<file path="config.mk">
export PLATFORM = sky130hd
export DESIGN_NAME = pis_sequencer
export DESIGN_NICKNAME = d
export VERILOG_FILES = /design/src/pis_pkg.sv /design/src/pis_us_tick.sv /design/src/pis_window_mean.sv /design/src/pis_sequencer.sv
export SDC_FILE = /design/constraint.sdc
export NUM_CORES = 2
export LEC_CHECK = 0
export ABC_AREA = 0
export BUFFER_PORTS_ARGS = -buffer_cell sky130_fd_sc_hd__buf_2
export CORE_MARGIN = 2
export CORE_UTILIZATION = 39
export CTS_BUF_LIST = sky130_fd_sc_hd__clkbuf_4 sky130_fd_sc_hd__clkbuf_8 sky130_fd_sc_hd__clkbuf_16
export CTS_CLUSTER_SIZE = 20
export DETAILED_ROUTE_END_ITERATION = 16
export PLACE_DENSITY = 0.62
export SLEW_MARGIN = 0
export SYNTH_ARGS = -nofsm -noshare
export SYNTH_HDL_FRONTEND = slang
export SYNTH_HIERARCHICAL = 1
export SYNTH_SLANG_ARGS = --single-unit
</file>
<file path="constraint.sdc">
create_clock -name i_clk -period 13.6 [get_ports i_clk]
set_input_delay 2.04 -clock i_clk [delete_from_list [all_inputs] [get_ports i_clk]]
set_output_delay 2.04 -clock i_clk [all_outputs]
set_load 0.05 [all_outputs]
</file>
<file path="src/pis_pkg.sv">
// Purpose: Shared constants and types for the pulse induction sequencer
// Assumes: 50 MHz system clock
// Notes:   All phase times are in microseconds

package pis_pkg;

   // Clock and microsecond tick
   localparam int CLK_PERIOD_NS = 20;
   localparam int US_NS         = 1000;
   localparam int CYC_PER_US    = (US_NS + CLK_PERIOD_NS - 1) / CLK_PERIOD_NS;
   localparam logic [5:0] TICK_LAST = 6'(CYC_PER_US - 1);

   // Phase lengths, microseconds
   localparam logic [10:0] DRIVE_US   = 11'd1500;
   localparam logic [10:0] SETTLE_US  = 11'd100;
   localparam logic [10:0] SAMPLE_US  = 11'd1200;
   localparam logic [10:0] PROC_US    = 11'd325;
   localparam int          CYCLE_US   = 3125;

   // Sampling grid
   localparam int          STEP_US    = 4;
   localparam logic [8:0]  N_SAMPLES  = 9'(1200 / STEP_US);
   localparam logic [4:0]  MEAN_N     = 5'd25;
   localparam int          WIN_US     = 100;

   // Window openings, microseconds after sampling starts, and first sample index
   localparam int          EARLY_US   = 130;
   localparam int          STD_US     = 300;
   localparam int          ZERO_US    = 1000;
   localparam logic [8:0]  EARLY_IDX  = 9'((EARLY_US + STEP_US - 1) / STEP_US);
   localparam logic [8:0]  STD_IDX    = 9'((STD_US + STEP_US - 1) / STEP_US);
   localparam logic [8:0]  ZERO_IDX   = 9'((ZERO_US + STEP_US - 1) / STEP_US);

   // Channels and long-term averaging
   localparam int          N_CHAN     = 4;
   localparam logic [2:0]  AVG_LAST   = 3'd7;

   typedef enum logic [2:0] {
      PIS_IDLE   = 3'b000,
      PIS_DRIVE  = 3'b001,
      PIS_SETTLE = 3'b010,
      PIS_SAMPLE = 3'b011,
      PIS_PROC   = 3'b100
   } pis_state_t;

   typedef struct packed {
      logic [1:0]  chan;
      logic [11:0] early;
      logic [11:0] standard;
      logic [11:0] zero;
   } pis_levels_t;

   typedef struct packed {
      logic [1:0]         chan;
      logic signed [12:0] early_sig;
      logic signed [12:0] std_sig;
   } pis_result_t;

endpackage

</file>
<file path="src/pis_us_tick.sv">
// Purpose: Free-running one-microsecond tick
// Assumes: CYC_PER_US clocks per microsecond
// Notes:   Tick is a one-cycle pulse

`timescale 1ns/10ps

module pis_us_tick (
   input  wire logic i_clk,
   input  wire logic i_nrst,
   output logic      o_tick
);

   logic [5:0] cnt_reg;
   logic [5:0] cnt_next;
   wire        wrap = (cnt_reg == pis_pkg::TICK_LAST);

   assign cnt_next = wrap ? 6'h00 : cnt_reg + 6'h01;

   always_ff @(posedge i_clk or negedge i_nrst)
   begin
      if (!i_nrst)
      begin
         cnt_reg <= 6'h00;
         o_tick  <= 1'b0;
      end
      else
      begin
         cnt_reg <= cnt_next;
         o_tick  <= wrap;
      end
   end

endmodule // pis_us_tick

</file>
<file path="src/pis_window_mean.sv">
// Purpose: Accumulates one window of samples and divides by the window size
// Assumes: Start comes after the last add of the window
// Notes:   Division by repeated subtraction, result truncated

`timescale 1ns/10ps

module pis_window_mean (
   input  wire logic        i_clk,
   input  wire logic        i_nrst,
   input  wire logic        i_clear,
   input  wire logic        i_add,
   input  wire logic [11:0] i_sample,
   input  wire logic        i_start,
   output logic [11:0]      o_mean,
   output logic             o_valid
);

   logic [16:0] acc_reg;
   logic        busy_reg;
   wire         can_sub = (acc_reg >= 17'(pis_pkg::MEAN_N));

   always_ff @(posedge i_clk or negedge i_nrst)
   begin
      if (!i_nrst)
      begin
         acc_reg  <= 17'h00000;
         busy_reg <= 1'b0;
         o_mean   <= 12'h000;
         o_valid  <= 1'b0;
      end
      else if (i_clear)
      begin
         acc_reg  <= 17'h00000;
         busy_reg <= 1'b0;
         o_mean   <= 12'h000;
         o_valid  <= 1'b0;
      end
      else if (i_add)
      begin
         acc_reg <= acc_reg + {5'h00, i_sample};
      end
      else if (i_start)
      begin
         busy_reg <= 1'b1;
         o_mean   <= 12'h000;
      end
      else if (busy_reg)
      begin
         if (can_sub)
         begin
            acc_reg <= acc_reg - 17'(pis_pkg::MEAN_N);
            o_mean  <= o_mean + 12'h001;
         end
         else
         begin
            busy_reg <= 1'b0;
            o_valid  <= 1'b1;
         end
      end
   end

endmodule // pis_window_mean

</file>
<file path="src/pis_sequencer.sv">
// Purpose: Drive, settle, sample and process sequencer for four coil channels
// Assumes: Converter raises done after each start and holds data until next start
// Notes:   Phase lengths are parameters so simulation can shorten them
//
// Operation
// - Each channel cycle opens with coil drive held 1500 us, then released.
// - Wait 100 us after drive release before sampling starts.
// - Sample 1200 us, 300 conversions every 4 us, stored in buffer.
// - Each stored result is 12 bits from the selected channel's converter.
// - Three averaging windows, each 100 us or 25 conversions.
// - Early window opens 130 us into sampling; its mean is the early level.
// - Standard window opens 300 us into sampling; mean is standard level.
// - Zero window opens 1000 us into sampling; mean is zero reference.
// - A 325 us processing slot follows sampling before next drive.
// - Channels run in fixed round-robin order, never overlapping.
// - Each channel cycle totals 3125 us; a channel repeats every four cycles.
// - Every eight cycles of the same channel average early, standard; subtract averaged zero reference.

`timescale 1ns/10ps

module pis_sequencer #(
   parameter logic [10:0] P_DRIVE_US  = pis_pkg::DRIVE_US,
   parameter logic [10:0] P_SETTLE_US = pis_pkg::SETTLE_US,
   parameter logic [10:0] P_SAMPLE_US = pis_pkg::SAMPLE_US,
   parameter logic [10:0] P_PROC_US   = pis_pkg::PROC_US
) (
   input  wire logic            i_clk,
   input  wire logic            i_nrst,
   input  wire logic            i_adc_done,
   input  wire logic [11:0]     i_adc_data,
   input  wire logic [8:0]      i_buf_addr,
   output logic [3:0]           o_coil_drive,
   output logic [1:0]           o_chan_sel,
   output logic                 o_conv_start,
   output logic [11:0]          o_buf_data,
   output logic                 o_levels_valid,
   output pis_pkg::pis_levels_t o_levels,
   output logic                 o_result_valid,
   output pis_pkg::pis_result_t o_result
);

   function automatic logic in_win(input logic [8:0] idx, input logic [8:0] first);
      in_win = (idx >= first) && (idx < first + 9'(pis_pkg::MEAN_N));
   endfunction

   function automatic logic signed [12:0] sig_of(input logic [14:0] tot_a, input logic [14:0] tot_z);
      logic signed [15:0] diff;
      diff   = $signed({1'b0, tot_a}) - $signed({1'b0, tot_z});
      sig_of = 13'(diff >>> 3);
   endfunction

   // Microsecond tick
   logic tick;

   pis_us_tick u_tick (
      .i_clk  (i_clk),
      .i_nrst (i_nrst),
      .o_tick (tick)
   );

   // Phase state
   pis_pkg::pis_state_t state_reg;
   pis_pkg::pis_state_t state_next;
   logic [10:0]         us_reg;
   logic [10:0]         us_next;
   logic [1:0]          chan_reg;
   logic [1:0]          chan_next;
   logic [10:0]         phase_len;

   always_comb
   begin
      case (state_reg)
         pis_pkg::PIS_DRIVE:  phase_len = P_DRIVE_US;
         pis_pkg::PIS_SETTLE: phase_len = P_SETTLE_US;
         pis_pkg::PIS_SAMPLE: phase_len = P_SAMPLE_US;
         pis_pkg::PIS_PROC:   phase_len = P_PROC_US;
         default:             phase_len = 11'h001;
      endcase
   end

   wire last_us = tick && (us_reg == phase_len - 11'h001);

   always_comb
   begin
      state_next = state_reg;
      chan_next  = chan_reg;
      us_next    = tick ? us_reg + 11'h001 : us_reg;
      case (state_reg)
         pis_pkg::PIS_IDLE:
         begin
            if (tick)
            begin
               state_next = pis_pkg::PIS_DRIVE;
               us_next    = 11'h000;
            end
         end
         pis_pkg::PIS_DRIVE, pis_pkg::PIS_SETTLE, pis_pkg::PIS_SAMPLE:
         begin
            if (last_us)
            begin
               state_next = pis_pkg::pis_state_t'(state_reg + 3'h1); // Codes run in phase order
               us_next    = 11'h000;
            end
         end
         pis_pkg::PIS_PROC:
         begin
            if (last_us)
            begin
               state_next = pis_pkg::PIS_DRIVE;
               chan_next  = chan_reg + 2'h1;
               us_next    = 11'h000;
            end
         end
         default:
         begin
            state_next = pis_pkg::PIS_IDLE;
            us_next    = 11'h000;
         end
      endcase
   end

   wire       drive_on   = (state_next == pis_pkg::PIS_DRIVE);
   wire [3:0] drive_next = drive_on ? (4'h1 << chan_next) : 4'h0;
   wire       conv_next  = tick && (state_next == pis_pkg::PIS_SAMPLE) && (us_next[1:0] == 2'b00);
   wire       samp_entry = (state_reg == pis_pkg::PIS_SETTLE) && (state_next == pis_pkg::PIS_SAMPLE);
   wire       proc_entry = (state_reg == pis_pkg::PIS_SAMPLE) && (state_next == pis_pkg::PIS_PROC);

   always_ff @(posedge i_clk or negedge i_nrst)
   begin
      if (!i_nrst)
      begin
         state_reg    <= pis_pkg::PIS_IDLE;
         us_reg       <= 11'h000;
         chan_reg     <= 2'h0;
         o_coil_drive <= 4'h0;
         o_chan_sel   <= 2'h0;
         o_conv_start <= 1'b0;
      end
      else
      begin
         state_reg    <= state_next;
         us_reg       <= us_next;
         chan_reg     <= chan_next;
         o_coil_drive <= drive_next;
         o_chan_sel   <= chan_next;
         o_conv_start <= conv_next;
      end
   end

   // Converter handshake synchronisers
   logic        done_s1;
   logic        done_s2;
   logic        done_s3;
   logic [11:0] data_s1;
   logic [11:0] data_s2;

   always_ff @(posedge i_clk or negedge i_nrst)
   begin
      if (!i_nrst)
      begin
         done_s1 <= 1'b0;
         done_s2 <= 1'b0;
         done_s3 <= 1'b0;
         data_s1 <= 12'h000;
         data_s2 <= 12'h000;
      end
      else
      begin
         done_s1 <= i_adc_done;
         done_s2 <= done_s1;
         done_s3 <= done_s2;
         data_s1 <= i_adc_data;
         data_s2 <= data_s1;
      end
   end

   // Sample capture and buffer
   logic [8:0]  res_idx_reg;
   logic [11:0] buf_mem [0:299];

   wire res_ok = done_s2 && !done_s3 && (state_reg == pis_pkg::PIS_SAMPLE)
                 && (res_idx_reg < pis_pkg::N_SAMPLES);
   wire add_e  = res_ok && in_win(res_idx_reg, pis_pkg::EARLY_IDX);
   wire add_s  = res_ok && in_win(res_idx_reg, pis_pkg::STD_IDX);
   wire add_z  = res_ok && in_win(res_idx_reg, pis_pkg::ZERO_IDX);

   always_ff @(posedge i_clk or negedge i_nrst)
   begin
      if (!i_nrst)
      begin
         res_idx_reg <= 9'h000;
      end
      else if (samp_entry)
      begin
         res_idx_reg <= 9'h000;
      end
      else if (res_ok)
      begin
         res_idx_reg <= res_idx_reg + 9'h001;
      end
   end

   always_ff @(posedge i_clk)
   begin
      if (res_ok)
      begin
         buf_mem[res_idx_reg] <= data_s2;
      end
   end

   always_ff @(posedge i_clk or negedge i_nrst)
   begin
      if (!i_nrst)
      begin
         o_buf_data <= 12'h000;
      end
      else
      begin
         o_buf_data <= (i_buf_addr < pis_pkg::N_SAMPLES) ? buf_mem[i_buf_addr] : 12'h000;
      end
   end

   // Window means
   logic [11:0] mean_e;
   logic [11:0] mean_s;
   logic [11:0] mean_z;
   logic        val_e;
   logic        val_s;
   logic        val_z;

   pis_window_mean u_early (
      .i_clk    (i_clk),
      .i_nrst   (i_nrst),
      .i_clear  (samp_entry),
      .i_add    (add_e),
      .i_sample (data_s2),
      .i_start  (proc_entry),
      .o_mean   (mean_e),
      .o_valid  (val_e)
   );

   pis_window_mean u_std (
      .i_clk    (i_clk),
      .i_nrst   (i_nrst),
      .i_clear  (samp_entry),
      .i_add    (add_s),
      .i_sample (data_s2),
      .i_start  (proc_entry),
      .o_mean   (mean_s),
      .o_valid  (val_s)
   );

   pis_window_mean u_zero (
      .i_clk    (i_clk),
      .i_nrst   (i_nrst),
      .i_clear  (samp_entry),
      .i_add    (add_z),
      .i_sample (data_s2),
      .i_start  (proc_entry),
      .o_mean   (mean_z),
      .o_valid  (val_z)
   );

   // Eight-cycle averaging per channel
   logic        pend_reg;
   logic [14:0] sum_e [0:3];
   logic [14:0] sum_s [0:3];
   logic [14:0] sum_z [0:3];
   logic [2:0]  cnt8  [0:3];

   wire         take   = pend_reg && val_e && val_s && val_z;
   wire [14:0]  tot_e  = sum_e[chan_reg] + {3'h0, mean_e};
   wire [14:0]  tot_s  = sum_s[chan_reg] + {3'h0, mean_s};
   wire [14:0]  tot_z  = sum_z[chan_reg] + {3'h0, mean_z};
   wire         eighth = (cnt8[chan_reg] == pis_pkg::AVG_LAST);

   always_ff @(posedge i_clk or negedge i_nrst)
   begin
      if (!i_nrst)
      begin
         pend_reg       <= 1'b0;
         o_levels_valid <= 1'b0;
         o_levels       <= '0;
         o_result_valid <= 1'b0;
         o_result       <= '0;
         for (int i = 0; i < pis_pkg::N_CHAN; i++)
         begin
            sum_e[i] <= 15'h0000;
            sum_s[i] <= 15'h0000;
            sum_z[i] <= 15'h0000;
            cnt8[i]  <= 3'h0;
         end
      end
      else
      begin
         o_levels_valid <= take;
         o_result_valid <= take && eighth;
         if (proc_entry)
         begin
            pend_reg <= 1'b1;
         end
         else if (take)
         begin
            pend_reg <= 1'b0;
         end
         if (take)
         begin
            o_levels <= '{chan: chan_reg, early: mean_e, standard: mean_s, zero: mean_z};
            if (eighth)
            begin
               o_result.chan      <= chan_reg;
               o_result.early_sig <= sig_of(tot_e, tot_z);
               o_result.std_sig   <= sig_of(tot_s, tot_z);
               sum_e[chan_reg]    <= 15'h0000;
               sum_s[chan_reg]    <= 15'h0000;
               sum_z[chan_reg]    <= 15'h0000;
               cnt8[chan_reg]     <= 3'h0;
            end
            else
            begin
               sum_e[chan_reg] <= tot_e;
               sum_s[chan_reg] <= tot_s;
               sum_z[chan_reg] <= tot_z;
               cnt8[chan_reg]  <= cnt8[chan_reg] + 3'h1;
            end
         end
      end
   end

endmodule // pis_sequencer

</file>
==> flow_metrics.env <==
export IMPL_max_freq_mhz=146.5
export IMPL_htreeDepth=5
export IMPL_ctsLongestPathBuffers=4
export IMPL_yosysTopAreaCellShare_pct=66.09
export IMPL_maxCapViolCount=0
export IMPL_startpoint_type="input pin"
export IMPL_crit_path_max_incr_delay_ns=1.22
export IMPL_routed_wl_mm=449.9
export IMPL_tns_ns=0
export IMPL_layout_drive_gt1_share_pct=25.45
export IMPL_yosysSeqAreaShare_pct=72.67
export IMPL_power_density_nw_per_um2=139.6
export IMPL_cp_end_kind="flop"
export IMPL_die_area_sq_um=424600
export IMPL_worstHoldPathType="reg2reg"
export IMPL_whs_ns=0.3473
export IMPL_nFillCells=34912
export IMPL_path_common_cell="buf_4"
export IMPL_gp_congestion=0.8503
export IMPL_maxSlewViolCount=0
export IMPL_synthArstFlopShare_pct=10.67
export IMPL_port_buffers=110
export IMPL_wire_per_inst_um=30.09
export IMPL_irDropWorstVdd_mv=0.1064
export IMPL_fin_util_pct=44.40
export IMPL_post_cts_setup_buffer_count=0
export IMPL_numCtsBuffers=398
export IMPL_vias_per_cell=5.901
export IMPL_drc=0
export IMPL_syn_avg_cell_area_sq_um=18.79
export IMPL_worstPathCellList="buf_12, buf_4, buf_4, and2_2, buf_4, a221oi_1, o21ai_0, a31oi_1, nor4b_1, buf_4, or3_1, a21oi_1"
export IMPL_cts_tree="yes"
export IMPL_synth_edf_count=3600
export IMPL_ctsHoldBuffers=0
export IMPL_syn_nets=8865
export IMPL_antenna_found_initial=15
export IMPL_rsz0062_at_grt="no"
export IMPL_post_dp_hpwl_mm=273.9
export IMPL_gr_usage_all_layers_pct=20.80
export IMPL_clock_latency_ns=1.00
export IMPL_die_height_um=651.6
export IMPL_synthTopCellsByArea="edfxtp_1, mux4_2, dfrtp_1"
export IMPL_netlist_area_sq_um=163600
export IMPL_coreArea_sq_um=417200
export IMPL_outcome="completed"
export IMPL_p_leak_nw=61.65
export IMPL_fin_skew_ns=0.08935
export IMPL_grt_pass1_vias=88678
export IMPL_slew_headroom_pct=4.117
export IMPL_setup_violations=0
export IMPL_largest_reg_flops=3600
export IMPL_critPathArrivalTime_ns=7.68
export IMPL_grt_start_max_net_pins=198
export IMPL_initial_core_util_pct=39.20
export IMPL_area_growth_pct=13.27
export IMPL_critical_path_required_ns=14.45
export IMPL_synth_ff_type="edfxtp_1"
export IMPL_drt_pass1_iterations=7
export IMPL_cts_resized=0
export IMPL_drtAntennaViolNets=0
export IMPL_syn_inst=8706
export IMPL_ys_ff_latch=4030
export IMPL_power_total_mw=25.86
export IMPL_drtIter0Drc=11366
export IMPL_clk_pin_slew_ns=0.06
export IMPL_r2r_setup_slack_ns=7.14
export IMPL_num_rows=237
export IMPL_regMostFlops="buf_mem"
export IMPL_grt_overflow=0
export IMPL_cts_root_buffer="clkbuf_16"
export IMPL_place_inst=14206
export IMPL_cts_sinks=4030
export IMPL_cp_max_fo=68
export IMPL_die_x_um=651.6
export IMPL_yosysWarnings=6
export IMPL_finalHoldViolCount=0
export IMPL_worst_pin_slew_ns=1.418
export IMPL_fin_nets=9270
export IMPL_period_minus_slack_ns=6.826
export IMPL_worst_setup_path_type="in2reg"
export IMPL_final_cells=14955
export IMPL_cpMaxStageDelayCell="nor4b_1"
export IMPL_synth_largest_area_cell="edfxtp_1"
export IMPL_synth_cell_types=110
export IMPL_grt_first_pass_wirelength_mm=645.2
export IMPL_ios=111
export IMPL_post_route_period_util_pct=50.19
export IMPL_vias=88250
==> stage by stage <==
step | worst slack [ns] | instance area (sq um)
after global routing | 6.427 | 185300
after detailed placement | 5.926 | 171900
after global placement | 5.898 | 171900
after CTS | 6.988 | 185200
after floorplan | 7.480 | 163600
final | 6.774 | 185300
==> cell usage after synthesis (108+ instances only) <==
master    count
a21oi_1     201
a22oi_1     147
buf_2       122
clkbuf_1    217
dfrtp_1     430
edfxtp_1   3600
ha_1        129
mux2_2      108
mux2i_1     203
mux4_2      916
nand2_1     422
nor2_1      486
o21ai_0     195
==> metal layers <==
metal | track usage (%) | wire length (um) | up-vias
met4 | 6.991 | 16300 | 12
met3 | 3.572 | 38000 | 766
met1 | 28.32 | 178100 | 46889
met2 | 33.99 | 217400 | 4227
met5 | 0 | 86 | -
li1 | - | - | 36356
==> path summary, 6_finish.rpt <==
| kind | endpoint | cells after the start | start |
|---|---|---|---|
| worst max-delay path | o_buf_data[5]$_DFF_PN0_ | 12 | i_buf_addr[0] |
| worst min-delay path | data_s2[7]$_DFF_PN0_ | 0 | data_s1[7]$_DFF_PN0_ |
| worst max register to register | o_result[12]$_DFFE_PN0P_ | 17 | chan_reg[0]$_DFF_PN0_ |
| worst min register to register | data_s2[7]$_DFF_PN0_ | 0 | data_s1[7]$_DFF_PN0_ |
| max in group asynchronous | data_s2[2]$_DFF_PN0_ | 3 | i_nrst |
| min in group asynchronous | data_s1[8]$_DFF_PN0_ | 1 | i_nrst |
==> layout make-up <==
cell class | instances | area (sq um) | share of cell area, %
inverters | 68 | 255.2 | 0.1378
flip-flops and latches | 4030 | 118900 | 64.19
multi-input cells | 4114 | 42190 | 22.77
well taps | 5497 | 6878 | 3.712
diodes | 6 | 15.01 | 0.008104
repair buffers | 499 | 3696 | 1.995
clock inverters | 237 | 2366 | 1.277
clock buffers | 504 | 10950 | 5.912
==> layout by cell type (no fill, tap or decap), types with 87 or more instances in the layout <==
master	n
edfxtp_1	3600
mux4_2	916
nor2_1	431
dfrtp_1	416
clkbuf_16	405
nand2_1	400
buf_4	377
mux2i_1	203
a21oi_1	201
o21ai_0	195
a22oi_1	147
ha_1	128
mux2_2	108
buf_2	103
clkbuf_4	87
==> report_power, final <==
group	total, mW	leakage (nW)	internal (mW)	switching (mW)
combinational	1.11	16.8	0.361	0.750
clock	11.2	6.64	6.46	4.75
sequential	13.5	38.2	13.5	0.0349
total	25.9	61.6	20.3	5.54
==> critical path, delay by kind of cell <==
| kind | cells | cell delay [ns] |
|---|---|---|
| compound gates | 4 | 0.71 |
| buf+inv | 5 | 2.71 |
| simple gates | 3 | 1.81 |
==> kinds of logic (layout without fill, tap and decap cells) <==
logic type               Yosys count  after routing  synth area share [%]
other                              0              6                     0
AND/OR/NAND/NOR                 1459           1459                 4.272
XOR/XNOR                         127            127                0.6801
flip-flops                      4030           4030                 72.67
adder cells (fa/ha/maj)          135            135                 1.060
AO/OA/AOI/OAI                   1162           1162                 4.945
multiplexers                    1231           1231                 14.63
buffers and inverters            562           1308                 1.743
(Power assumes the default switching activity.)
